--- src/hdl/asc_pkg.sv ---
// constants and types of the converter sleep and trigger control
// Operation
// - with the rc clock selected, a requested conversion starts only after one instruction cycle.
// - at the end of a conversion the go flag clears and the result is written to result_high and result_low.
// - a conversion that ends in sleep with conv_irq_mask and peripheral_irq_gate set wakes the device.
// - after that wake-up the core takes the interrupt vector if global_irq_gate is set, else the next instruction.
// - with the converter interrupt disabled, a conversion ending in sleep powers the converter down, converter_on stays one.
// - sleep with a clock other than the rc clock aborts a running conversion and powers down, converter_on stays one.
// - a device reset returns the control registers to reset values, powers down and aborts any conversion.
// - a reset other than power-on leaves both result registers unchanged.
// - with compare_mode_field at the special-event pattern and the converter on, a compare trigger starts a conversion and zeroes the compare timer.
// - with converter_on at zero the trigger is ignored by the converter but still zeroes the compare timer.
// - writing one to the go flag in a write that keeps converter_on one starts a conversion; the flag stays one while busy and clears in hardware when done.
// - conv_clock_sel selects the rc clock whenever its two low bits are both one.
// - justify_select one puts the result right-justified, zero left-justified, across the result pair.
package asc_pkg;
  localparam int ADDR_W = 5;
  localparam int RES_W = 10;
  localparam int IRQ_N = 2;
  localparam int CONV_CYCLES_DEF = 12;
  // ****************************************
  // register offsets
  // ****************************************
  localparam logic [ADDR_W-1:0] OFS_CTRL = 5'h00;
  localparam logic [ADDR_W-1:0] OFS_CLKSEL = 5'h04;
  localparam logic [ADDR_W-1:0] OFS_RESH = 5'h08;
  localparam logic [ADDR_W-1:0] OFS_RESL = 5'h0c;
  localparam logic [ADDR_W-1:0] OFS_IRQ_STAT = 5'h10;
  localparam logic [ADDR_W-1:0] OFS_IRQ_MASK = 5'h14;
  localparam logic [ADDR_W-1:0] OFS_GATES = 5'h18;
  // ****************************************
  // fields and values
  // ****************************************
  localparam logic [7:0] CTRL_RST = 8'h00;
  localparam logic [7:0] GATES_RST = 8'h00;
  localparam logic [2:0] CLKSEL_RST = 3'h0;
  localparam logic [1:0] CLK_RC_LOW = 2'h3;
  localparam int CLKSEL_LSB = 4;
  localparam logic [3:0] CMP_SPECIAL = 4'hb;
  localparam int IRQ_DONE = 0;
  localparam int IRQ_ABORT = 1;
  localparam logic [IRQ_N-1:0] IRQ_RST = 2'h0;
  localparam logic [1:0] RESP_OKAY = 2'h0;
  localparam logic [1:0] RESP_SLVERR = 2'h2;
  localparam logic [5:0] RES_PAD = 6'h00;
  typedef struct packed {
    logic justify_select;
    logic vref_sel;
    logic [3:0] chan_sel;
    logic go;
    logic converter_on;
  } asc_ctrl_t;
  typedef struct packed {
    logic [3:0] compare_mode_field;
    logic [1:0] spare;
    logic global_irq_gate;
    logic peripheral_irq_gate;
  } asc_gates_t;
  typedef struct packed {
    logic [7:0] high;
    logic [7:0] low;
  } asc_result_t;
  typedef enum {ST_IDLE, ST_WAIT_INSTR, ST_CONVERT} asc_state_t;
endpackage : asc_pkg

--- src/hdl/asc_sticky_flags.sv ---
// sticky event flags, cleared by writing one
`timescale 1ns/1ns
module asc_sticky_flags #(
  parameter int N = 2
) (
  input wire logic core_clk,
  input wire logic rst,
  input wire logic [N-1:0] set,
  input wire logic clr_wr,
  input wire logic [N-1:0] clr_data,
  output logic [N-1:0] flags
);
  logic [N-1:0] flags_r;
  logic [N-1:0] clr_mask;
  logic [N-1:0] flags_nxt;
  // set wins over a clear in the same cycle
  assign clr_mask = clr_wr ? clr_data : '0;
  assign flags_nxt = (flags_r & ~clr_mask) | set;
  assign flags = flags_r;
  always_ff @(posedge core_clk) begin
    if (rst) begin
      flags_r <= '0;
    end else begin
      flags_r <= flags_nxt;
    end
  end
endmodule : asc_sticky_flags

--- src/hdl/asc_adc_ctrl.sv ---
// converter control with sleep, wake and compare trigger
`timescale 1ns/1ns
module asc_adc_ctrl #(
  parameter int CONV_CYCLES = asc_pkg::CONV_CYCLES_DEF
) (
  input wire logic core_clk,
  input wire logic rst,
  input wire logic por,
  input wire logic [asc_pkg::ADDR_W-1:0] s_axi_awaddr,
  input wire logic s_axi_awvalid,
  output logic s_axi_awready,
  input wire logic [31:0] s_axi_wdata,
  input wire logic [3:0] s_axi_wstrb,
  input wire logic s_axi_wvalid,
  output logic s_axi_wready,
  output logic [1:0] s_axi_bresp,
  output logic s_axi_bvalid,
  input wire logic s_axi_bready,
  input wire logic [asc_pkg::ADDR_W-1:0] s_axi_araddr,
  input wire logic s_axi_arvalid,
  output logic s_axi_arready,
  output logic [31:0] s_axi_rdata,
  output logic [1:0] s_axi_rresp,
  output logic s_axi_rvalid,
  input wire logic s_axi_rready,
  input wire logic sleep_in,
  input wire logic instr_tick,
  input wire logic cmp_trigger,
  input wire logic [asc_pkg::RES_W-1:0] analog_result,
  output logic analog_enable,
  output logic conv_active,
  output logic compare_timer_clr,
  output logic wake_req,
  output logic vector_req,
  output logic resume_next,
  output logic irq
);
  import asc_pkg::*;
  localparam int CNT_W = (CONV_CYCLES > 1) ? $clog2(CONV_CYCLES) : 1;
  localparam logic [CNT_W-1:0] CNT_LAST = CNT_W'(CONV_CYCLES - 1);

  // ****************************************
  // bus slave
  // ****************************************
  logic aw_hold_r, w_hold_r, wstrb0_r, bvalid_r, rvalid_r;
  logic [ADDR_W-1:0] waddr_r;
  logic [7:0] wdata_r, rd_byte;
  logic [1:0] bresp_r, rresp_r;
  logic [31:0] rdata_r;
  logic wr_fire, wr_en, wr_map, rd_fire, rd_map;
  logic wr_ctrl, wr_clksel, wr_stat, wr_mask, wr_gates;

  assign s_axi_awready = ~aw_hold_r;
  assign s_axi_wready = ~w_hold_r;
  assign wr_fire = aw_hold_r & w_hold_r & ~bvalid_r;
  assign wr_en = wr_fire & wstrb0_r;
  assign wr_ctrl = wr_en & (waddr_r == OFS_CTRL);
  assign wr_clksel = wr_en & (waddr_r == OFS_CLKSEL);
  assign wr_stat = wr_en & (waddr_r == OFS_IRQ_STAT);
  assign wr_mask = wr_en & (waddr_r == OFS_IRQ_MASK);
  assign wr_gates = wr_en & (waddr_r == OFS_GATES);
  assign wr_map = (waddr_r == OFS_CTRL) | (waddr_r == OFS_CLKSEL) | (waddr_r == OFS_RESH)
                | (waddr_r == OFS_RESL) | (waddr_r == OFS_IRQ_STAT) | (waddr_r == OFS_IRQ_MASK)
                | (waddr_r == OFS_GATES);
  assign s_axi_bvalid = bvalid_r;
  assign s_axi_bresp = bresp_r;
  assign s_axi_arready = ~rvalid_r;
  assign rd_fire = s_axi_arvalid & ~rvalid_r;
  assign s_axi_rvalid = rvalid_r;
  assign s_axi_rresp = rresp_r;
  assign s_axi_rdata = rdata_r;

  always_ff @(posedge core_clk) begin
    if (rst) begin
      aw_hold_r <= 1'b0;
      w_hold_r <= 1'b0;
      waddr_r <= '0;
      wdata_r <= '0;
      wstrb0_r <= 1'b0;
      bvalid_r <= 1'b0;
      bresp_r <= RESP_OKAY;
    end else begin
      if (s_axi_awvalid && !aw_hold_r) begin
        aw_hold_r <= 1'b1;
        waddr_r <= s_axi_awaddr;
      end else if (wr_fire) begin
        aw_hold_r <= 1'b0;
      end
      if (s_axi_wvalid && !w_hold_r) begin
        w_hold_r <= 1'b1;
        wdata_r <= s_axi_wdata[7:0];
        wstrb0_r <= s_axi_wstrb[0];
      end else if (wr_fire) begin
        w_hold_r <= 1'b0;
      end
      if (wr_fire) begin
        bvalid_r <= 1'b1;
        bresp_r <= wr_map ? RESP_OKAY : RESP_SLVERR;
      end else if (s_axi_bready) begin
        bvalid_r <= 1'b0;
      end
    end
  end

  always_ff @(posedge core_clk) begin
    if (rst) begin
      rvalid_r <= 1'b0;
      rresp_r <= RESP_OKAY;
      rdata_r <= '0;
    end else if (rd_fire) begin
      rvalid_r <= 1'b1;
      rresp_r <= rd_map ? RESP_OKAY : RESP_SLVERR;
      rdata_r <= {24'h000000, rd_byte};
    end else if (s_axi_rready) begin
      rvalid_r <= 1'b0;
    end
  end

  // ****************************************
  // control registers
  // ****************************************
  asc_ctrl_t ctrl_r;
  asc_ctrl_t ctrl_nxt;
  asc_ctrl_t ctrl_wr;
  asc_gates_t gates_r;
  logic [2:0] clk_sel_r;
  logic [IRQ_N-1:0] mask_r;
  logic [IRQ_N-1:0] stat;
  asc_result_t res_r;
  asc_result_t res_nxt;
  logic pwr_down_r;
  logic pwr_down_nxt;
  asc_state_t state_r;
  asc_state_t state_nxt;
  logic [CNT_W-1:0] cnt_r;
  logic [CNT_W-1:0] cnt_nxt;
  logic wake_r;
  logic vector_r;
  logic resume_r;
  logic timer_clr_r;

  assign rd_map = (s_axi_araddr == OFS_CTRL) | (s_axi_araddr == OFS_CLKSEL) | (s_axi_araddr == OFS_RESH)
                | (s_axi_araddr == OFS_RESL) | (s_axi_araddr == OFS_IRQ_STAT)
                | (s_axi_araddr == OFS_IRQ_MASK) | (s_axi_araddr == OFS_GATES);
  assign rd_byte = (s_axi_araddr == OFS_CTRL) ? ctrl_r :
                   (s_axi_araddr == OFS_CLKSEL) ? {1'b0, clk_sel_r, 4'h0} :
                   (s_axi_araddr == OFS_RESH) ? res_r.high :
                   (s_axi_araddr == OFS_RESL) ? res_r.low :
                   (s_axi_araddr == OFS_IRQ_STAT) ? {6'h00, stat} :
                   (s_axi_araddr == OFS_IRQ_MASK) ? {6'h00, mask_r} :
                   (s_axi_araddr == OFS_GATES) ? gates_r : 8'h00;

  // ****************************************
  // conversion sequencer
  // ****************************************
  logic rc_sel;
  logic busy;
  logic sw_start;
  logic trig_hit;
  logic trig_start;
  logic start_ok;
  logic sleep_abort;
  logic off_abort;
  logic abort;
  logic done_p;
  logic done_sleep;
  logic irq_en;

  assign ctrl_wr = wr_ctrl ? asc_ctrl_t'(wdata_r) : ctrl_r;
  assign rc_sel = (clk_sel_r[1:0] == CLK_RC_LOW);
  assign busy = (state_r != ST_IDLE);
  assign sw_start = wr_ctrl & ctrl_wr.go & ctrl_wr.converter_on;
  // trigger relies on software having acquired the channel
  assign trig_hit = cmp_trigger & (gates_r.compare_mode_field == CMP_SPECIAL);
  assign trig_start = trig_hit & ctrl_r.converter_on;
  assign sleep_abort = sleep_in & ~rc_sel & busy;
  assign off_abort = busy & ~ctrl_wr.converter_on;
  assign abort = sleep_abort | off_abort;
  assign start_ok = ~busy & (sw_start | trig_start) & ~(sleep_in & ~rc_sel);
  assign done_p = (state_r == ST_CONVERT) & (cnt_r == CNT_LAST) & ~abort;
  assign done_sleep = done_p & sleep_in;
  assign irq_en = mask_r[IRQ_DONE] & gates_r.peripheral_irq_gate;

  always_comb begin
    state_nxt = state_r;
    cnt_nxt = cnt_r;
    case (state_r)
      ST_IDLE: begin
        cnt_nxt = '0;
        if (start_ok) begin
          state_nxt = rc_sel ? ST_WAIT_INSTR : ST_CONVERT;
        end
      end
      ST_WAIT_INSTR: begin
        if (abort) begin
          state_nxt = ST_IDLE;
        end else if (instr_tick) begin
          state_nxt = ST_CONVERT;
        end
      end
      ST_CONVERT: begin
        cnt_nxt = cnt_r + 1'b1;
        if (abort || done_p) begin
          state_nxt = ST_IDLE;
          cnt_nxt = '0;
        end
      end
      default: begin
        state_nxt = ST_IDLE;
      end
    endcase
  end

  // go follows the sequencer; converter_on is never cleared by hardware
  always_comb begin
    ctrl_nxt = ctrl_wr;
    ctrl_nxt.go = (state_nxt != ST_IDLE);
  end

  // sleep power-down keeps converter_on; lifted when sleep ends
  assign pwr_down_nxt = sleep_in & (pwr_down_r | (~rc_sel) | (done_sleep & ~irq_en));

  // result pair from justify_select
  assign res_nxt.high = ctrl_r.justify_select ? {RES_PAD, analog_result[9:8]} : analog_result[9:2];
  assign res_nxt.low = ctrl_r.justify_select ? analog_result[7:0] : {analog_result[1:0], RES_PAD};

  always_ff @(posedge core_clk) begin
    if (rst) begin
      ctrl_r <= CTRL_RST;
      clk_sel_r <= CLKSEL_RST;
      gates_r <= GATES_RST;
      mask_r <= IRQ_RST;
      state_r <= ST_IDLE;
      cnt_r <= '0;
      pwr_down_r <= 1'b0;
    end else begin
      ctrl_r <= ctrl_nxt;
      state_r <= state_nxt;
      cnt_r <= cnt_nxt;
      pwr_down_r <= pwr_down_nxt;
      if (wr_clksel) begin
        clk_sel_r <= wdata_r[CLKSEL_LSB+2:CLKSEL_LSB];
      end
      if (wr_gates) begin
        gates_r <= wdata_r;
      end
      if (wr_mask) begin
        mask_r <= wdata_r[IRQ_N-1:0];
      end
    end
  end

  // result survives every reset but power-on
  always_ff @(posedge core_clk) begin
    if (rst && por) begin
      res_r <= '0;
    end else if (done_p && !rst) begin
      res_r <= res_nxt;
    end
  end

  always_ff @(posedge core_clk) begin
    if (rst) begin
      wake_r <= 1'b0;
      vector_r <= 1'b0;
      resume_r <= 1'b0;
      timer_clr_r <= 1'b0;
    end else begin
      wake_r <= done_sleep & irq_en;
      vector_r <= done_sleep & irq_en & gates_r.global_irq_gate;
      resume_r <= done_sleep & irq_en & ~gates_r.global_irq_gate;
      timer_clr_r <= trig_hit;
    end
  end

  // ****************************************
  // interrupts
  // ****************************************
  asc_sticky_flags #(.N(IRQ_N)) asc_sticky_flags_i (
    .core_clk(core_clk),
    .rst(rst),
    .set({sleep_abort, done_p}),
    .clr_wr(wr_stat),
    .clr_data(wdata_r[IRQ_N-1:0]),
    .flags(stat)
  );

  assign irq = |(stat & mask_r);
  assign analog_enable = ctrl_r.converter_on & ~pwr_down_r;
  assign conv_active = busy;
  assign compare_timer_clr = timer_clr_r;
  assign wake_req = wake_r;
  assign vector_req = vector_r;
  assign resume_next = resume_r;
endmodule : asc_adc_ctrl

--- config.mk ---
export PLATFORM = sky130hd
export DESIGN_NAME = asc_adc_ctrl
export DESIGN_NICKNAME = d
export VERILOG_FILES = /design/src/hdl/asc_pkg.sv /design/src/hdl/asc_sticky_flags.sv /design/src/hdl/asc_adc_ctrl.sv
export SDC_FILE = /design/constraint.sdc
export NUM_CORES = 1
export LEC_CHECK = 0
export BUFFER_PORTS_ARGS = -buffer_cell sky130_fd_sc_hd__buf_4
export CORE_ASPECT_RATIO = 2
export CORE_MARGIN = 4
export CORE_UTILIZATION = 52
export DETAILED_ROUTE_END_ITERATION = 16
export GPL_ROUTABILITY_DRIVEN = 0
export PLACE_DENSITY = 0.79
export SETUP_SLACK_MARGIN = 0.3
export SKIP_LAST_GASP = 1
export SLEW_MARGIN = 20
export SYNTH_ARGS = -nofsm -noshare
export SYNTH_HDL_FRONTEND = slang
export SYNTH_HIERARCHICAL = 1
export SYNTH_SLANG_ARGS = --single-unit
--- constraint.sdc ---
create_clock -name core_clk -period 2.5 [get_ports core_clk]
set_input_delay 0.25 -clock core_clk [delete_from_list [all_inputs] [get_ports core_clk]]
set_output_delay 0.25 -clock core_clk [all_outputs]
set_load 0.005 [all_outputs]
==> impl_metrics.ini <==
[logic_synthesis]
yosysMostFrequentCell = dfxtp_1
synth_seq_cells = 108
synth_top_area_frac = 0.495
synth_top_flop_cell = dfxtp_1
synth_edf_count = 0
synthAdderAreaFrac = 0.00287
async_flop_share = 0
synth_compound_area_frac = 0.103
netlist_instances = 466
yosysWarnings = 6
yosys-top-cells-count = dfxtp_1, nand2_1, nor2_1
synthSimpleGateAreaFrac = 0.201
postSynthAreaPerCell_sq_um = 9.37
ys_top_cells_by_area = dfxtp_1, mux2i_1, nand2_1
synth_top_family_by_area = simple AND/OR/NAND/NOR gates
synth_area_sq_um = 4370
synth_xor_xnor_area_share = 0
synth_cell_types = 48
synth_area_leader_cell = dfxtp_1
yosysSeqAreaShare = 0.495
synth_mux_area_frac = 0.122

[global_route]
grt.busiest_layer = met2
use_met2 = 0.369
grt_use_total = 0.199
grt_pass1_vias = 3433
antenna_found_initial = 0
grt_util_met3 = 0.0409
use_met1 = 0.197
gr-total-overflow = 0
grt_max_degree = 62
grt_first_pass_wirelength_mm = 15.5

[die]
ios = 115
core_area_sq_um = 8230
die-width_microns = 72.8
dieArea_sq_um = 10000
num_rows = 47
fp.dieH_microns = 138
start_util = 0.530

[timing]
period_needed_ns = 2.03
hold_viol = 0
tightest_slew_ns = 0.674
grt_setup_unrepaired = no
finalSetupTns_ns = 0
finalSetupViolations = 0
worst_clock_skew_ns = 0.00834
max-slew-margin-rel = 0.548
max_freq_mhz = 494
maxSlewViolCount = 0
min_period_over_period = 0.810

[pwr]
finalPower_mw = 3.48
ir_drop_mv = 0.472
cellPowerDensity_nw_per_um2 = 659
cellLeakagePower_nw = 2.30

[clocking]
htree_num_levels = 3
numCtsBuffers = 9
ctsLongestPathBuffers = 2
cts_hold_buffers = 0
clk_pin_slew_ns = 0.08
cts_root_buffer = clkbuf_16
cts_tree = yes
clock-sinks = 108
clk_latency_ns = 0.35

[worst_setup_path]
cpMostUsedCell = buf_4
crit_buf_inv = 2
cp.arrival_ns = 1.78
start_kind = flip-flop
r2r_slack_ns = 0.48
critical-path-top-delay-family = simple AND/OR/NAND/NOR gates
cp_data_required_time_ns = 2.25
crit_fanout = 10
cp_slowest_cell = nor4_2
path_cells = nor4_2 > nand4_1 > nor2_2 > buf_4 > nand2_1 > buf_4
crit_type = flip-flop to output port
endpoint_kind = output port
cpPeakStageDelay_ns = 0.32

[placed_design]
port_buffers = 61
place_hpwl_mm = 7.16

[finish]
nNetsFinal = 624
layout-drive-gt1-share = 0.178
fill_cells = 722
diodes = 0
syn2layout_area_growth_pct = 20.9

[route]
antenna_left = 0
drc = 0
dr.pass1.iters = 4
drt_iter0_drc = 144
vias = 3456
wl_mm = 9.52
viasPerCell = 5.24
avgRoutedWirePerCell_microns = 14.5

[min_path]
hp-class = primary input to flip-flop

[outcome]
status = complete, no violations

[job]
maxCapViolations = 0
[cell families after synthesis]
kind of cell             Yosys count
AND/OR/NAND/NOR                  182
flip-flops                       108
other                              1
multiplexers                      53
adder cells (fa/ha/maj)            1
buffers and inverters             57
AO/OA/AOI/OAI                     64
[state kept, by name, indices dropped and copies added, names as in the netlist, 2 cells and up]
signal	flops
state_r	32
res_r	16
ctrl_r	8
gates_r	8
s_axi_rdata	8
wdata_r	8
waddr_r	5
cnt_r	4
clk_sel_r	3
asc_sticky_flags_i/flags	2
mask_r	2
[metal layers]
layer | part of all wire | vias to the layer above
met4 | 0.041 | 0
met3 | 0.042 | 26
li1 | - | 1731
met1 | 0.36 | 1622
met5 | 0 | -
met2 | 0.56 | 77
[area by class of cell]
| type | count | area (sq um) | area share |
|---|---|---|---|
| Tap cell | 98 | 123 | 0.0232 |
| Clock inverter | 7 | 83.8 | 0.0159 |
| Inverter | 12 | 45.0 | 0.00854 |
| Sequential cell | 108 | 2160 | 0.410 |
| Multi-Input combinational cell | 356 | 2110 | 0.399 |
| Timing Repair Buffer | 69 | 531 | 0.101 |
| Clock buffer | 9 | 225 | 0.0427 |
[worst reg2reg max path, cell delays in order (launching register included)]
cell      delay [ns]
dfxtp_1         0.35
or4_4           0.58
o31ai_4         0.31
a21oi_2         0.10
buf_4           0.18
and3_1          0.19
nor2_1          0.12
a311oi_1        0.05
[worst paths after layout]
check                     from                     endpoint  depth (start not counted)
setup reg to reg    waddr_r[0]  asc_sticky_flags_i/flags[0]                          7
setup / recovery   state_r[28]                  conv_active                          6
hold reg to reg      res_r[10]                    res_r[10]                          2
hold / removal    s_axi_rready                 s_axi_rvalid                          2
[stage by stage]
step	utilization	instance area [sq um]	hold WS (ns)	worst slack (ns)	instances
2_1_floorplan	-	4570	0.328	0.665	521
3_3_place_gp	0.597	4910	0.435	0.547	640
3_5_place_dp	0.597	4910	0.446	0.464	640
4_1_cts	0.635	5230	0.0727	0.309	656
5_1_grt	0.641	5280	0.0714	0.326	659
6_report	0.641	5280	0.0743	0.474	659
[layout by cell type, fill, tap and decap left out, types with 2 or more instances in the layout]
cell type	Yosys	final
a22oi_1	2	2
o31ai_1	3	3
a311oi_1	4	4
inv_6	0	2
inv_1	12	12
mux2i_1	51	51
clkbuf_16	0	9
a221oi_1	3	3
clkinv_8	0	2
nor2b_1	5	5
mux2_2	2	2
a32oi_1	4	4
nand4_1	9	9
nor4_2	0	3
nand4b_1	2	2
buf_4	26	68
dfxtp_1	108	108
conb_1	1	56
o21ai_0	5	5
nand2_1	57	57
a31oi_1	4	4
a21oi_1	21	21
nor4_1	8	5
a211oi_1	8	8
nand2b_1	9	9
inv_8	0	3
o22ai_1	3	3
nor3_1	12	12
nand3b_1	3	3
and4b_1	2	2
nor2_1	55	54
nand3_1	9	9
nor3b_1	3	3
[power breakdown]
part	internal, mW	leakage, nW	switching (mW)	total, mW
Sequential	1.78	0.887	0.0390	1.82
Clock	0.721	0.152	0.698	1.42
Combinational	0.111	1.26	0.129	0.241
[timing repair]
item / in CTS / in global routing
pin swaps: 0 / 4
cloned: 0 / 0
endpoints found under the setup margin: 1 / 2
buffers inserted: 0 / 3
resized for setup: 2 / 2
(Power assumes the default switching activity.)
